`src/design/usw_pkg.sv`:
```
/*
 * Constants for the serial wire-mode control block: register offsets,
 * field positions, reset values, wire modes and buffer sizes.
 * Assumes an APB slave with 32-bit data, one register per aligned word.
 */
package usw_pkg;
	// ==========================================================
	// Register offsets (byte addresses)
	localparam logic [7:0] OFF_STATUS = 8'h00; // Flags and counter
	localparam logic [7:0] OFF_CTRL   = 8'h04; // Enables, mode, clock source
	localparam logic [7:0] OFF_PORT   = 8'h08; // Pin levels and directions
	localparam logic [7:0] OFF_DATA   = 8'h0c; // Shift register
	localparam logic [7:0] OFF_RX     = 8'h10; // Received byte buffer

	// ==========================================================
	// Field positions
	localparam int ST_START = 7; // Start condition flag
	localparam int ST_OVF   = 6; // Counter overflow flag
	localparam int CT_SIE   = 7; // Start interrupt enable
	localparam int CT_OIE   = 6; // Overflow interrupt enable
	localparam int CT_WM    = 4; // Wire mode, two bits
	localparam int CT_CS1   = 3; // Clock source, external
	localparam int CT_CS0   = 2; // Clock source, low bit
	localparam int CT_CLK   = 1; // Strobe or strobe select
	localparam int CT_TC    = 0; // Clock toggle strobe
	localparam int PT_SCL   = 0; // Clock pin level
	localparam int PT_SDA   = 1; // Data pin level
	localparam int PT_DO    = 2; // Data-out pin level
	localparam int PT_SCLD  = 4; // Clock pin direction
	localparam int PT_SDAD  = 5; // Data pin direction
	localparam int PT_DOD   = 6; // Data-out pin direction
	localparam int RX_VALID = 8; // Buffer holds a byte

	// ==========================================================
	// Reset values and sizes
	localparam logic [7:0] RST_CTRL = 8'h00;
	localparam logic [7:0] RST_PORT = 8'h00;
	localparam logic [7:0] RST_DATA = 8'h00;
	localparam logic [3:0] RST_CNT  = 4'h0;
	localparam logic [3:0] CNT_MAX  = 4'hf;
	localparam int         BUF_W    = 8;
	localparam int         BUF_D    = 8;

	// Wire modes in field order
	typedef enum logic [1:0] {WM_OFF, WM_THREE, WM_TWO, WM_TWO_HOLD} usw_wm_t;
endpackage

```
`src/design/usw_sync.sv`:
```
/*
 * Two-flop synchroniser for levels entering the pclk domain.
 * Assumes inputs are asynchronous pin levels that idle high.
 */
`timescale 1ns/100ps
module usw_sync #(
	parameter int W = 2
) (
	// Clock and reset
	input  wire logic         pclk,
	input  wire logic         presetn,
	// Levels
	input  wire logic [W-1:0] d,
	output logic      [W-1:0] q
);
	logic [W-1:0] meta_q; // First stage, read only by second

	// Two stages
	always_ff @(posedge pclk or negedge presetn) begin
		if (!presetn) begin
			// Released level, so no false edge follows reset
			meta_q <= '1;
			q      <= '1;
		end else begin
			meta_q <= d;
			q      <= meta_q;
		end
	end
endmodule // usw_sync

```
`src/design/usw_fifo.sv`:
```
/*
 * Small synchronous FIFO with valid/ready on both sides.
 * Assumes one clock; push and pop may coincide.
 */
`timescale 1ns/100ps
module usw_fifo #(
	parameter int W = 8,
	parameter int D = 8
) (
	// Clock and reset
	input  wire logic         pclk,
	input  wire logic         presetn,
	// Fill side
	input  wire logic         in_valid,
	output logic              in_ready,
	input  wire logic [W-1:0] in_data,
	// Drain side
	output logic              out_valid,
	input  wire logic         out_ready,
	output logic      [W-1:0] out_data
);
	localparam int AW = $clog2(D);
	logic [W-1:0]  mem [D];     // Storage
	logic [AW-1:0] wp_q, rp_q;  // Pointers
	logic [AW:0]   cnt_q;       // Fill level
	logic          push, pop;

	assign in_ready  = (cnt_q != (AW+1)'(D));
	assign out_valid = (cnt_q != '0);
	assign out_data  = mem[rp_q];
	assign push      = in_valid & in_ready;
	assign pop       = out_valid & out_ready;

	// Storage write
	always_ff @(posedge pclk) begin
		if (push) begin
			mem[wp_q] <= in_data;
		end
	end

	// Pointers and level
	always_ff @(posedge pclk or negedge presetn) begin
		if (!presetn) begin
			wp_q  <= '0;
			rp_q  <= '0;
			cnt_q <= '0;
		end else begin
			if (push) begin
				wp_q <= (wp_q == AW'(D-1)) ? '0 : wp_q + 1'b1;
			end
			if (pop) begin
				rp_q <= (rp_q == AW'(D-1)) ? '0 : rp_q + 1'b1;
			end
			cnt_q <= cnt_q + (AW+1)'(push) - (AW+1)'(pop);
		end
	end
endmodule // usw_fifo

```
`src/design/usw_ctrl.sv`:
```
/*
 * Control part of the serial wire unit: transfer counter, clock source
 * select, flags, interrupt requests, wire-mode pin drive and a receive
 * buffer. Assumes an APB master on pclk, asynchronous pin levels and a
 * timer compare pulse from logic on pclk.
 */
// The register offsets and the APB register port were left to the implementer.
`timescale 1ns/100ps
module usw_ctrl (
	// Clock and reset
	input  wire logic        pclk,
	input  wire logic        presetn,
	// APB slave
	input  wire logic        psel,
	input  wire logic        penable,
	input  wire logic        pwrite,
	input  wire logic [7:0]  paddr,
	input  wire logic [31:0] pwdata,
	output logic      [31:0] prdata,
	output logic             pready,
	output logic             pslverr,
	// Core side
	input  wire logic        timer_match,
	input  wire logic        global_irq_en,
	output logic             start_irq,
	output logic             overflow_irq,
	// Clock pin
	input  wire logic        scl_in,
	output logic             scl_out,
	output logic             scl_oe,
	output logic             scl_pullup,
	// Data pin
	input  wire logic        sda_in,
	output logic             sda_out,
	output logic             sda_oe,
	output logic             sda_pullup,
	// Data-out pin
	output logic             do_out,
	output logic             do_oe,
	output logic             do_pullup
);
	// ==========================================================
	// Declarations
	logic [7:0]  ctrl_q;          // Control register
	logic [7:0]  port_q;          // Pin levels and directions
	logic [7:0]  shift_q;         // Shift register
	logic [7:0]  shift_nx;        // Shift value after this edge
	logic [3:0]  transfer_counter_value_q;
	logic        start_condition_flag_q;
	logic        counter_overflow_flag_q;
	logic        scl_s, sda_s;    // Synchronised pins
	logic        scl_p_q, sda_p_q; // Previous synchronised levels
	logic        scl_rise, scl_fall;
	logic        acc, wr_en, rd_done;
	logic        cnt_wr, st_wr, ctl_wr;
	logic        strobe_w, toggle_w;
	logic        cnt_evt_raw, shift_evt_raw, cnt_evt, shift_evt, ovf_evt;
	logic        start_det, scl_hold;
	logic        buf_ready, buf_valid;
	logic [7:0]  buf_data;
	logic [31:0] rd_d;
	usw_pkg::usw_wm_t wm;
	logic [1:0]  cs;
	logic        clk_sel;

	// Address match, used by every decoder
	function automatic logic hit(input logic [7:0] a, input logic [7:0] off);
		return a == off;
	endfunction

	// ==========================================================
	// Pin input synchronisers
	usw_sync #(.W(2)) u_sync (
		.pclk    (pclk),
		.presetn (presetn),
		.d       ({scl_in, sda_in}),
		.q       ({scl_s, sda_s})
	);

	// Previous levels for edge finding
	always_ff @(posedge pclk or negedge presetn) begin
		if (!presetn) begin
			scl_p_q <= 1'b1;
			sda_p_q <= 1'b1;
		end else begin
			scl_p_q <= scl_s;
			sda_p_q <= sda_s;
		end
	end

	assign scl_rise = scl_s & ~scl_p_q;
	assign scl_fall = ~scl_s & scl_p_q;

	// ==========================================================
	// APB access: one wait state, effects at the completing edge
	assign acc     = psel & penable;
	assign wr_en   = acc & pready & pwrite;
	assign rd_done = acc & pready & ~pwrite & hit(paddr, usw_pkg::OFF_RX);
	assign st_wr   = wr_en & hit(paddr, usw_pkg::OFF_STATUS);
	assign ctl_wr  = wr_en & hit(paddr, usw_pkg::OFF_CTRL);
	assign cnt_wr  = st_wr;

	// Field views
	assign wm      = usw_pkg::usw_wm_t'(ctrl_q[usw_pkg::CT_WM +: 2]);
	assign cs      = ctrl_q[usw_pkg::CT_CS0 +: 2];
	assign clk_sel = ctrl_q[usw_pkg::CT_CLK];

	// Read data mux
	always_comb begin
		rd_d = 32'h0000_0000;
		if (hit(paddr, usw_pkg::OFF_STATUS)) begin
			rd_d[7:0] = {start_condition_flag_q, counter_overflow_flag_q, 2'b00,
				transfer_counter_value_q};
		end else if (hit(paddr, usw_pkg::OFF_CTRL)) begin
			// Toggle bit always reads zero; strobe bit reads zero unless strobe select is in use
			rd_d[7:0] = {ctrl_q[7:2], ctrl_q[usw_pkg::CT_CS1] & clk_sel, 1'b0};
		end else if (hit(paddr, usw_pkg::OFF_PORT)) begin
			rd_d[7:0] = port_q;
		end else if (hit(paddr, usw_pkg::OFF_DATA)) begin
			rd_d[7:0] = shift_q;
		end else if (hit(paddr, usw_pkg::OFF_RX)) begin
			rd_d[usw_pkg::RX_VALID:0] = {buf_valid, buf_data};
		end
	end

	// Bus answer registers
	always_ff @(posedge pclk or negedge presetn) begin
		if (!presetn) begin
			pready  <= 1'b0;
			prdata  <= 32'h0000_0000;
			pslverr <= 1'b0;
		end else begin
			pready  <= acc & ~pready;
			if (acc & ~pready) begin
				prdata  <= pwrite ? 32'h0000_0000 : rd_d;
				pslverr <= ~(hit(paddr, usw_pkg::OFF_STATUS) | hit(paddr, usw_pkg::OFF_CTRL)
					| hit(paddr, usw_pkg::OFF_PORT) | hit(paddr, usw_pkg::OFF_DATA)
					| hit(paddr, usw_pkg::OFF_RX));
			end
		end
	end

	// ==========================================================
	// Clock event selection
	// Software strobe only clocks when the written source is software
	assign strobe_w = ctl_wr & pwdata[usw_pkg::CT_CLK] & (pwdata[3:2] == 2'b00);
	// Toggle strobe clocks the counter only with external source and select
	assign toggle_w = ctl_wr & pwdata[usw_pkg::CT_TC];

	assign cnt_evt_raw = (cs == 2'b01 & timer_match)
		| (cs[1] & ~clk_sel & (scl_rise | scl_fall))
		| strobe_w
		| (toggle_w & pwdata[usw_pkg::CT_CS1] & pwdata[usw_pkg::CT_CLK]);

	assign shift_evt_raw = (cs == 2'b01 & timer_match)
		| (cs[1] & (cs[0] ? scl_fall : scl_rise))
		| strobe_w;

	// A full receive buffer stalls counting and shifting
	assign cnt_evt   = cnt_evt_raw & buf_ready;
	assign shift_evt = shift_evt_raw & buf_ready;
	assign ovf_evt   = cnt_evt & ~cnt_wr & (transfer_counter_value_q == usw_pkg::CNT_MAX);

	// ==========================================================
	// Transfer counter
	always_ff @(posedge pclk or negedge presetn) begin
		if (!presetn) begin
			transfer_counter_value_q <= usw_pkg::RST_CNT;
		end else if (cnt_wr) begin
			transfer_counter_value_q <= pwdata[3:0];
		end else if (cnt_evt) begin
			transfer_counter_value_q <= transfer_counter_value_q + 4'h1;
		end
	end

	// Shift register: a write wins over a shift
	assign shift_nx = shift_evt ? {shift_q[6:0], sda_s} : shift_q;
	always_ff @(posedge pclk or negedge presetn) begin
		if (!presetn) begin
			shift_q <= usw_pkg::RST_DATA;
		end else if (wr_en & hit(paddr, usw_pkg::OFF_DATA)) begin
			shift_q <= pwdata[7:0];
		end else begin
			shift_q <= shift_nx;
		end
	end

	// Receive buffer, filled with the byte at each overflow
	usw_fifo #(.W(usw_pkg::BUF_W), .D(usw_pkg::BUF_D)) u_fifo (
		.pclk      (pclk),
		.presetn   (presetn),
		.in_valid  (ovf_evt),
		.in_ready  (buf_ready),
		.in_data   (shift_nx),
		.out_valid (buf_valid),
		.out_ready (rd_done),
		.out_data  (buf_data)
	);

	// ==========================================================
	// Control and port registers
	always_ff @(posedge pclk or negedge presetn) begin
		if (!presetn) begin
			ctrl_q <= usw_pkg::RST_CTRL;
		end else if (ctl_wr) begin
			ctrl_q <= {pwdata[7:1], 1'b0}; // Toggle strobe is not stored
		end
	end

	// Port bits; toggle strobe flips the clock level regardless of direction
	always_ff @(posedge pclk or negedge presetn) begin
		if (!presetn) begin
			port_q <= usw_pkg::RST_PORT;
		end else if (wr_en & hit(paddr, usw_pkg::OFF_PORT)) begin
			port_q <= pwdata[7:0];
		end else if (toggle_w) begin
			port_q[usw_pkg::PT_SCL] <= ~port_q[usw_pkg::PT_SCL];
		end
	end

	// ==========================================================
	// Flags: hardware set wins over a same-cycle clear
	// Start seen as data falling while clock stays high, two-wire only
	assign start_det = wm[1] & scl_s & scl_p_q & sda_p_q & ~sda_s;

	always_ff @(posedge pclk or negedge presetn) begin
		if (!presetn) begin
			start_condition_flag_q <= 1'b0;
		end else if (wm[1] ? start_det : (cnt_evt & ~cnt_wr)) begin
			start_condition_flag_q <= 1'b1;
		end else if (st_wr & pwdata[usw_pkg::ST_START]) begin
			start_condition_flag_q <= 1'b0;
		end
	end

	always_ff @(posedge pclk or negedge presetn) begin
		if (!presetn) begin
			counter_overflow_flag_q <= 1'b0;
		end else if (ovf_evt) begin
			counter_overflow_flag_q <= 1'b1;
		end else if (st_wr & pwdata[usw_pkg::ST_OVF]) begin
			counter_overflow_flag_q <= 1'b0;
		end
	end

	// Interrupt requests follow pending flags as soon as enabled
	always_ff @(posedge pclk or negedge presetn) begin
		if (!presetn) begin
			start_irq    <= 1'b0;
			overflow_irq <= 1'b0;
		end else begin
			start_irq    <= start_condition_flag_q & ctrl_q[usw_pkg::CT_SIE] & global_irq_en;
			overflow_irq <= counter_overflow_flag_q & ctrl_q[usw_pkg::CT_OIE] & global_irq_en;
		end
	end

	// ==========================================================
	// Pin drive per wire mode
	assign scl_hold = start_condition_flag_q
		| (wm == usw_pkg::WM_TWO_HOLD & counter_overflow_flag_q);

	always_ff @(posedge pclk or negedge presetn) begin
		if (!presetn) begin
			scl_out    <= 1'b0;
			scl_oe     <= 1'b0;
			scl_pullup <= 1'b0;
			sda_out    <= 1'b0;
			sda_oe     <= 1'b0;
			sda_pullup <= 1'b0;
			do_out     <= 1'b0;
			do_oe      <= 1'b0;
			do_pullup  <= 1'b0;
		end else begin
			// Plain port behaviour unless overridden below
			scl_out    <= port_q[usw_pkg::PT_SCL];
			scl_oe     <= port_q[usw_pkg::PT_SCLD];
			scl_pullup <= port_q[usw_pkg::PT_SCL] & ~port_q[usw_pkg::PT_SCLD];
			sda_out    <= port_q[usw_pkg::PT_SDA];
			sda_oe     <= port_q[usw_pkg::PT_SDAD];
			sda_pullup <= port_q[usw_pkg::PT_SDA] & ~port_q[usw_pkg::PT_SDAD];
			do_out     <= port_q[usw_pkg::PT_DO];
			do_oe      <= port_q[usw_pkg::PT_DOD];
			do_pullup  <= port_q[usw_pkg::PT_DO] & ~port_q[usw_pkg::PT_DOD];
			case (wm)
				usw_pkg::WM_OFF: begin
					// Ports as set above
				end
				usw_pkg::WM_THREE: begin
					do_out <= shift_q[7];
				end
				usw_pkg::WM_TWO, usw_pkg::WM_TWO_HOLD: begin
					// Open drain: drive low only, no pull-ups
					scl_out    <= 1'b0;
					sda_out    <= 1'b0;
					scl_pullup <= 1'b0;
					sda_pullup <= 1'b0;
					sda_oe     <= port_q[usw_pkg::PT_SDAD]
						& ~(shift_q[7] & port_q[usw_pkg::PT_SDA]);
					scl_oe     <= port_q[usw_pkg::PT_SCLD]
						& (~port_q[usw_pkg::PT_SCL] | scl_hold);
				end
				default: begin
					// Unreachable with two bits
				end
			endcase
		end
	end

	// ==========================================================
	// Checks
	a_cnt_write: assert property (@(posedge pclk) disable iff (!presetn)
		cnt_wr |=> transfer_counter_value_q == $past(pwdata[3:0]))
		else $error("counter write not taken");
	a_cnt_incr: assert property (@(posedge pclk) disable iff (!presetn)
		cnt_evt && !cnt_wr |=> transfer_counter_value_q == $past(transfer_counter_value_q) + 4'h1)
		else $error("counter did not step by one");
	a_tc_clock: assert property (@(posedge pclk) disable iff (!presetn)
		toggle_w && pwdata[3] && pwdata[1] && buf_ready |-> cnt_evt)
		else $error("toggle strobe did not clock counter");
	a_off_ext: assert property (@(posedge pclk) disable iff (!presetn)
		wm == usw_pkg::WM_OFF && cs[1] && !clk_sel && scl_rise && buf_ready |-> cnt_evt)
		else $error("external edge ignored in mode zero");
	a_start_irq: assert property (@(posedge pclk) disable iff (!presetn)
		start_condition_flag_q && ctrl_q[7] && global_irq_en |=> start_irq)
		else $error("start request missing");
	a_ovf_irq: assert property (@(posedge pclk) disable iff (!presetn)
		counter_overflow_flag_q && ctrl_q[6] && global_irq_en |=> overflow_irq)
		else $error("overflow request missing");
	a_off_gpio: assert property (@(posedge pclk) disable iff (!presetn)
		wm == usw_pkg::WM_OFF |=> scl_oe == $past(port_q[4]) && sda_out == $past(port_q[1]))
		else $error("mode zero pins not plain");
	a_do_three: assert property (@(posedge pclk) disable iff (!presetn)
		wm == usw_pkg::WM_THREE |=> do_out == $past(shift_q[7]) && do_oe == $past(port_q[6]))
		else $error("data-out pin wrong");
	a_sda_pull: assert property (@(posedge pclk) disable iff (!presetn)
		wm[1] && port_q[5] && !shift_q[7] |=> sda_oe && !sda_out && !sda_pullup)
		else $error("data line not pulled low");
	a_scl_hold: assert property (@(posedge pclk) disable iff (!presetn)
		wm[1] && port_q[4] && start_condition_flag_q |=> scl_oe && !scl_out && !scl_pullup)
		else $error("clock not held after start");
	a_ovf_hold: assert property (@(posedge pclk) disable iff (!presetn)
		wm == usw_pkg::WM_TWO_HOLD && port_q[4] && counter_overflow_flag_q |=> scl_oe)
		else $error("clock not held after overflow");
	a_ovf_set: assert property (@(posedge pclk) disable iff (!presetn)
		ovf_evt |=> counter_overflow_flag_q && transfer_counter_value_q == 4'h0)
		else $error("overflow flag not set on wrap");
	a_start_keep: assert property (@(posedge pclk) disable iff (!presetn)
		start_condition_flag_q && !(st_wr && pwdata[7]) |=> start_condition_flag_q)
		else $error("start flag lost without clear");
endmodule // usw_ctrl

```
`config.mk`:
```
export PLATFORM = sky130hd
export DESIGN_NAME = usw_ctrl
export DESIGN_NICKNAME = d
export VERILOG_FILES = /design/src/design/usw_pkg.sv /design/src/design/usw_sync.sv /design/src/design/usw_fifo.sv /design/src/design/usw_ctrl.sv
export SDC_FILE = /design/constraint.sdc
export NUM_CORES = 1
export LEC_CHECK = 0
export BUFFER_PORTS_ARGS = -buffer_cell sky130_fd_sc_hd__buf_2
export CAP_MARGIN = 20
export CORE_MARGIN = 2
export CORE_UTILIZATION = 45
export DETAILED_ROUTE_END_ITERATION = 12
export PLACE_DENSITY = 0.68
export SETUP_SLACK_MARGIN = 0.15
export SLEW_MARGIN = 5
export SYNTH_ARGS = -nofsm -noshare
export SYNTH_HDL_FRONTEND = slang
export SYNTH_SLANG_ARGS = --single-unit
```
`constraint.sdc`:
```
create_clock -name pclk -period 2.8 [get_ports pclk]
set_input_delay 0.14 -clock pclk [delete_from_list [all_inputs] [get_ports pclk]]
set_output_delay 0.14 -clock pclk [all_outputs]
set_load 0.005 [all_outputs]
```
==> run_results.csv, run 1 <==
group,metric,value,unit
critical_path,slowest_delay,0.55,ns
finish,seq_area,3606,um2
route,drt_iter0_markers,203,
floorplan,die_y,119.4,um
route,drt_wl_total,12300,um
pwr,sw_frac_of_total,0.2230,
finish,multiInputGateArea,2161,um2
worst_hold_path,whs_path_depth,2,
clock_tree,clock-sinks,131,
synth,synth_mux_area_frac,0.1604,
finish,fillerInstances,1129,
pwr,seqPwrFrac,0.479,
floorplan,design.portCount,94,
clock_tree,clk_pin_slew,0.06,ns
clock_tree,insertion_delay,0.42,ns
timing,hold_viol_final,0,
synth,synth_enable_flop_cells,64,
clock_tree,cts_buffers,17,
critical_path,worstPathRequired,2.92,ns
place,dp_cells,648,
pwr,ir_drop,0.3737,mV
floorplan,start_util,0.4559,
clock_tree,cts.path.max_buffers,2,
synth,synthAdderAreaFrac,0.03050,
route,via_per_inst,5.266,
finish,layout_commonest_cell,"edfxtp_1",
pwr,p_total,4.246,mW
synth,synth_compound_area_frac,0.05619,
synth,yosys_warnings,0,
floorplan,die_w,119.4,um
place,place_ws,0.3266,ns
critical_path,path_cells,"inv_1, ha_1, nor3b_1, o21ai_0, o31ai_4, buf_4, nand3_1, nor3_1, buf_4",
synth,syn_inst,427,
critical_path,reg2regPathDepth,9,
place,port_buffers,46,
grt,grt_pass1_wl,19780,um
grt,grt_usage,0.1873,
synth,synth-seq-cells,131,
clock_tree,cts_root_buffer,"clkbuf_16",
timing,fmax,0.4091,GHz
timing,holdWs,0.01492,ns
route,antenna_left,0,
floorplan,rows,42,
timing,skew,0.009312,ns
critical_path,cp_common_cell,"buf_4",
finish,syn2layout_area_growth,17.40,%
synth,ys_types,53,
floorplan,dieArea,14250,um2
clock_tree,cts.htree.levels,4,
finish,diodes,0,
synth,synth_top_cells_by_area,"edfxtp_1 32%, dfrtp_1 25%, mux2_2 8.3%",
timing,rsz0062_at_grt,"no",
timing,slew_headroom,0.4747,
clock_tree,cts-resized-gates,0,
pwr,power_switching,947.0,uW
critical_path,worst_path_max_delay_cell,"dfstp_2",
grt,antenna_found_initial,0,
timing,worst_slew_pin_slew,0.7880,ns
critical_path,startpoint,"u_sync.q[1]$_DFF_PN1_",
timing,period_minus_slack,2.445,ns
timing,period_share,0.8731,
worst_hold_path,hold_path_class,"input port to flip-flop",
synth,ys_async_sr_fraction,0.5115,
synth,synth-xor-area-share,0.004387,
synth,yosysTopAreaCellShare,0.3209,
synth,synth_top_family_by_area,"multiplexers",
finish,final_cell_mix,"64 x edfxtp_1, 61 x dfrtp_1, 46 x buf_2",
route,vias,3623,
pwr,pwr-share-clk,0.490,
route,dr.pass1.iters,5,
job,maxCapViolations,0,
pwr,power_density,603.8,nW/um2
critical_path,crit_type,"flip-flop to flip-flop",
worst_hold_path,min_from,"pwdata[7]",
timing,setup_viol,0,
place,dpl-instance-area,6397,um2
synth,synth_top_area_cell,"edfxtp_1",
place,gp_congestion,0.8142,
route,drc_errors,0,
finish,fin_util,0.5352,
grt,grt_overflow,0,
place,hpwl,8686,um
critical_path,arrival,2.57,ns
route,avgRoutedWirePerCell,17.88,um
finish,finalNonFillerCells,688,
timing,worst_slack,0.3554,ns
finish,drive_gt1_frac,0.3398,
timing,final.setup.tns,0,ns
pwr,p_comb_frac,0.030,
synth,synth.avg_cell_area,14.03,um2
synth,syn_area,5989,um2
pwr,leakage,2.896,nW
critical_path,worst_setup_path_end_kind,"flip-flop",
clock_tree,cts_tree,"built",
run_status,status,"completed",
grt,grt_pass1_vias,3634,
grt,grt_max_degree,31,
synth,synthSimpleGateAreaFrac,0.09380,
pwr,power.internal,3.299,mW
critical_path,startpoint_type,"flip-flop",
floorplan,core,13140,um2
critical_path,timing.rr.start,"u_sync.q[1]$_DFF_PN1_",
critical_path,cp_max_fo,8,
finish,fin_area,7032,um2
timing,slew_violations,0,
synth,ys_seq_area_frac,0.6020,
finish,num-nets-final,562,
synth,synth_flop_cell,"edfxtp_1",
## per-layer routing
| metal | GRT usage | up-vias | share of wire | wire length (um) |
|---|---|---|---|---|
| met4 | 0.07132 | 0 | 0.020 | 240 |
| met1 | 0.2360 | 1821 | 0.43 | 5246 |
| met3 | 0.04310 | 19 | 0.048 | 595 |
| met2 | 0.3161 | 111 | 0.51 | 6221 |
| li1 | - | 1672 | - | - |
| met5 | 0 | - | 0 | 0 |
## repair_timing
item                                    4_1_cts  5_1_grt
hold buffers                                  6        0
endpoints found under the setup margin        0        2
setup buffers                                 0        2
hold endpoints to repair                     32        0
## cells in the mapped netlist, types with 3 or more instances
cell type / n
edfxtp_1: 64
dfrtp_1: 61
mux2_2: 44
nand2_1: 27
buf_4: 23
nor2_1: 20
o21ai_0: 18
a21oi_1: 16
inv_1: 16
mux4_2: 16
ha_1: 13
clkbuf_1: 8
nor3_1: 8
a211oi_1: 6
dfstp_2: 6
mux2i_1: 6
nand3_1: 6
and3_1: 5
nor2b_1: 5
and2_1: 4
nand2b_1: 4
and4_1: 3
buf_1: 3
buf_2: 3
mux2_4: 3
nor3b_1: 3
or3_1: 3
## flip-flops by register name, indices dropped and copies added (netlist names), 2 cells and up
| name | count |
|---|---|
| u_fifo.mem | 64 |
| port_q | 8 |
| prdata | 9 |
| u_fifo.rp_q | 3 |
| shift_q | 8 |
| u_sync.meta_q | 2 |
| u_fifo.cnt_q | 4 |
| u_fifo.wp_q | 3 |
| transfer_counter_value_q | 4 |
| u_sync.q | 2 |
| ctrl_q | 7 |
## layout make-up
type / count / area share
tap: 176 / 0.03132
multi-input combinational: 263 / 0.3073
clock inverter: 14 / 0.01851
inverter: 16 / 0.008541
timing repair buffer: 70 / 0.06050
sequential: 131 / 0.5128
clock buffer: 18 / 0.06103
## logic make-up (layout without fill, tap and decap cells)
family,count (synthesis),count (layout)
other,1,23
flip-flops,131,131
AND/OR/NAND/NOR,102,102
multiplexers,69,69
adder cells (fa/ha/maj),14,14
AO/OA/AOI/OAI,52,52
XOR/XNOR,3,3
buffers and inverters,55,118
## final timing paths
path,endpoint,slack (ns)
worst max register to register,u_fifo.mem[1][7]$_DFFE_PP_,0.36
worst min register to register,u_sync.q[1]$_DFF_PN1_,0.36
worst max-delay path,u_fifo.mem[1][7]$_DFFE_PP_,0.36
worst min-delay path,ctrl_q[7]$_DFFE_PN0N_,0.01
max in group asynchronous,prdata[5]$_DFFE_PN0P_,1.75
min in group asynchronous,u_fifo.cnt_q[2]$_DFF_PN0_,0.30
## power by group through the flow
stage	logic, mW	clock network (mW)	registers, mW
after CTS	0.129	2.11	2.03
after global routing	0.146	2.21	2.04
after floorplan	0.0786	0	2.07
final	0.129	2.08	2.03
after global placement	0.119	0	2.07
after detailed placement	0.122	0	2.07
## critical path: cells and delay by family, from the launching register on
kind	cells	cell delay [ns]
AOI/OAI and AO/OA	2	0.27
adders and majority gates	1	0.28
buffers and inverters	3	0.50
DFF	1	0.55
and+or+nand+nor	3	0.54
(Power assumes the default switching activity.)
==> run 2, diff against run 1 <==
--- a/config.mk
+++ b/config.mk
@@ -8,9 +8,8 @@
 export BUFFER_PORTS_ARGS = -buffer_cell sky130_fd_sc_hd__buf_2
 export CAP_MARGIN = 20
 export CORE_MARGIN = 2
-export CORE_UTILIZATION = 45
+export CORE_UTILIZATION = 34
 export DETAILED_ROUTE_END_ITERATION = 12
-export PLACE_DENSITY = 0.68
 export SETUP_SLACK_MARGIN = 0.15
 export SLEW_MARGIN = 5
 export SYNTH_ARGS = -nofsm -noshare
==> run 2 against run 1 <==
- critical path depth is the same
- non-clock buffer count shrank 1
- sequential share of layout area shrank 0.56 points
- sequential power is essentially flat
- flip-flop and latch count is the same
- core utilization shrank 12 points
- combinational power is essentially flat
- clock skew shrank 0.0016 ns
- clock-buffer cell count grew 6
- register-to-register slack lost 0.02 ns
- setup slack lost 0.020 ns
==> run_results.csv, run 2 (same netlist as run 1, synthesis figures left out) <==
group,metric,value,unit
floorplan,die_y,136.7,um
clock_tree,cts_tree,"built",
clock_tree,cts.htree.levels,4,
place,hpwl,9300,um
critical_path,worstReg2RegEnd,"u_fifo.mem[1][1]$_DFFE_PP_",
timing,rsz0062_at_grt,"no",
floorplan,dieArea,18690,um2
critical_path,crit_path_end,"u_fifo.mem[1][1]$_DFFE_PP_",
finish,num-nets-final,561,
route,drt_wl_total,12930,um
critical_path,worst_setup_path_end_kind,"flip-flop",
floorplan,die_w,136.7,um
place,dp_cells,698,
pwr,ir_drop,0.4055,mV
clock_tree,insertion_delay,0.42,ns
job,maxCapViolations,0,
timing,worst_slack,0.3352,ns
critical_path,r2r_slack,0.34,ns
grt,grt_max_degree,28,
finish,fillerInstances,1592,
place,port_buffers,46,
worst_hold_path,hold_path_class,"input port to flip-flop",
critical_path,worstPathRequired,2.92,ns
pwr,p_comb_frac,0.030,
finish,fin_area,7109,um2
pwr,p_total,4.298,mW
pwr,pwr-share-clk,0.497,
pwr,sw_frac_of_total,0.2064,
route,antenna_left,0,
critical_path,timing.rr.start,"u_sync.q[1]$_DFF_PN1_",
place,dpl-instance-area,6466,um2
timing,period_minus_slack,2.465,ns
timing,worst_slew_pin_slew,0.7957,ns
clock_tree,cts_buffers,17,
finish,reg_top3,"u_fifo.mem x64, prdata x9",
pwr,power_switching,887.1,uW
timing,skew,0.007750,ns
place,gp_congestion,0.7833,
route,drt_iter0_markers,295,
pwr,leakage,2.907,nW
grt,antenna_found_initial,0,
finish,top_register,"u_fifo.mem",
place,place_ws,0.2453,ns
grt,grt_pass1_wl,20610,um
floorplan,rows,48,
pwr,power_density,604.5,nW/um2
floorplan,start_util,0.3475,
finish,syn2layout_area_growth,18.70,%
critical_path,arrival,2.58,ns
grt,grt_pass1_vias,3821,
clock_tree,cts_root_buffer,"clkbuf_16",
timing,setup_viol,0,
grt,grt_overflow,0,
finish,layout_commonest_cell,"edfxtp_1",
pwr,seqPwrFrac,0.474,
floorplan,design.portCount,94,
timing,final.setup.tns,0,ns
clock_tree,clock-sinks,131,
floorplan,core,17240,um2
finish,largest_reg_flops,64,
clock_tree,cts.path.max_buffers,2,
critical_path,cp_max_fo,8,
critical_path,startpoint,"u_sync.q[1]$_DFF_PN1_",
finish,final_cell_mix,"64 x edfxtp_1, 61 x dfrtp_1, 46 x buf_2",
run_status,status,"completed",
finish,diodes,0,
pwr,power.internal,3.411,mW
critical_path,startpoint_type,"flip-flop",
timing,period_share,0.8803,
route,avgRoutedWirePerCell,17.57,um
critical_path,crit_type,"flip-flop to flip-flop",
critical_path,reg2regPathDepth,9,
route,dr.pass1.iters,4,
timing,hold_viol_final,0,
route,via_per_inst,4.918,
timing,fmax,0.4057,GHz
finish,finalNonFillerCells,736,
route,drc_errors,0,
timing,slew_violations,0,
finish,drive_gt1_frac,0.3366,
clock_tree,clk_pin_slew,0.06,ns
timing,slew_headroom,0.4695,
route,vias,3620,
grt,grt_usage,0.1523,
-- run 2: worst max-delay path, stage by stage (launching register included) --
cell and delay, ns:
dfstp_2 0.54, inv_1 0.05, ha_1 0.29, nor3b_1 0.20, o21ai_0 0.16, o31ai_4 0.11
buf_4 0.23, nand3_1 0.16, nor3_1 0.18, buf_4 0.23
-- run 2: worst min-delay path by stage --
stage | from | endpoint | cells past startpoint
2_1_floorplan | presetn | counter_overflow_flag_q$_DFFE_PN0P_ | 0
3_3_place_gp | presetn | port_q[2]$_DFFE_PN0P_ | 1
5_1_grt | pwdata[7] | port_q[7]$_DFFE_PN0P_ | 2
3_5_place_dp | presetn | port_q[2]$_DFFE_PN0P_ | 1
6_report | pwdata[7] | port_q[7]$_DFFE_PN0P_ | 2
4_1_cts | pwdata[7] | port_q[7]$_DFFE_PN0P_ | 2
-- run 2: what timing repair did --
| action | CTS | global route |
|---|---|---|
| hold buffers | 5 | 0 |
| setup endpoints to repair | 0 | 17 |
| setup buffers | 0 | 1 |
| endpoints found under the hold margin | 22 | 0 |
| resized for setup | 0 | 1 |
-- run 2: power groups by stage --
stage	clock network, mW	registers [mW]	logic [mW]
finish	2.13	2.04	0.128
global route	2.27	2.04	0.146
CTS	2.16	2.04	0.129
detailed placement	0	2.07	0.124
global placement	0	2.07	0.120
floorplan	0	2.07	0.0786
-- run 2: metrics by stage --
step | hold WS [ns] | util
2_1_floorplan | -0.1556 | -
3_3_place_gp | 0.09302 | 0.3751
3_5_place_dp | 0.1050 | 0.3751
4_1_cts | 0.001395 | 0.4115
5_1_grt | 0.01078 | 0.4125
6_report | 0.01034 | 0.4125
-- run 2: layout make-up --
| class | instances | area, um2 | area share |
|---|---|---|---|
| repair buffers | 69 | 415.4 | 0.05843 |
| clock buffers | 24 | 503.0 | 0.07075 |
| well taps | 225 | 281.5 | 0.03960 |
| flip-flops and latches | 131 | 3606 | 0.5072 |
| multi-input cells | 263 | 2170 | 0.3052 |
| clock inverters | 8 | 73.82 | 0.01038 |
| inverters | 16 | 60.06 | 0.008448 |
-- run 2: layer usage --
metal,vias up,global-route usage,part of all wire
met3,13,0.04889,0.059
met2,91,0.2350,0.48
li1,1662,-,-
met1,1854,0.2027,0.45
met5,-,0,0
met4,0,0.05266,0.015
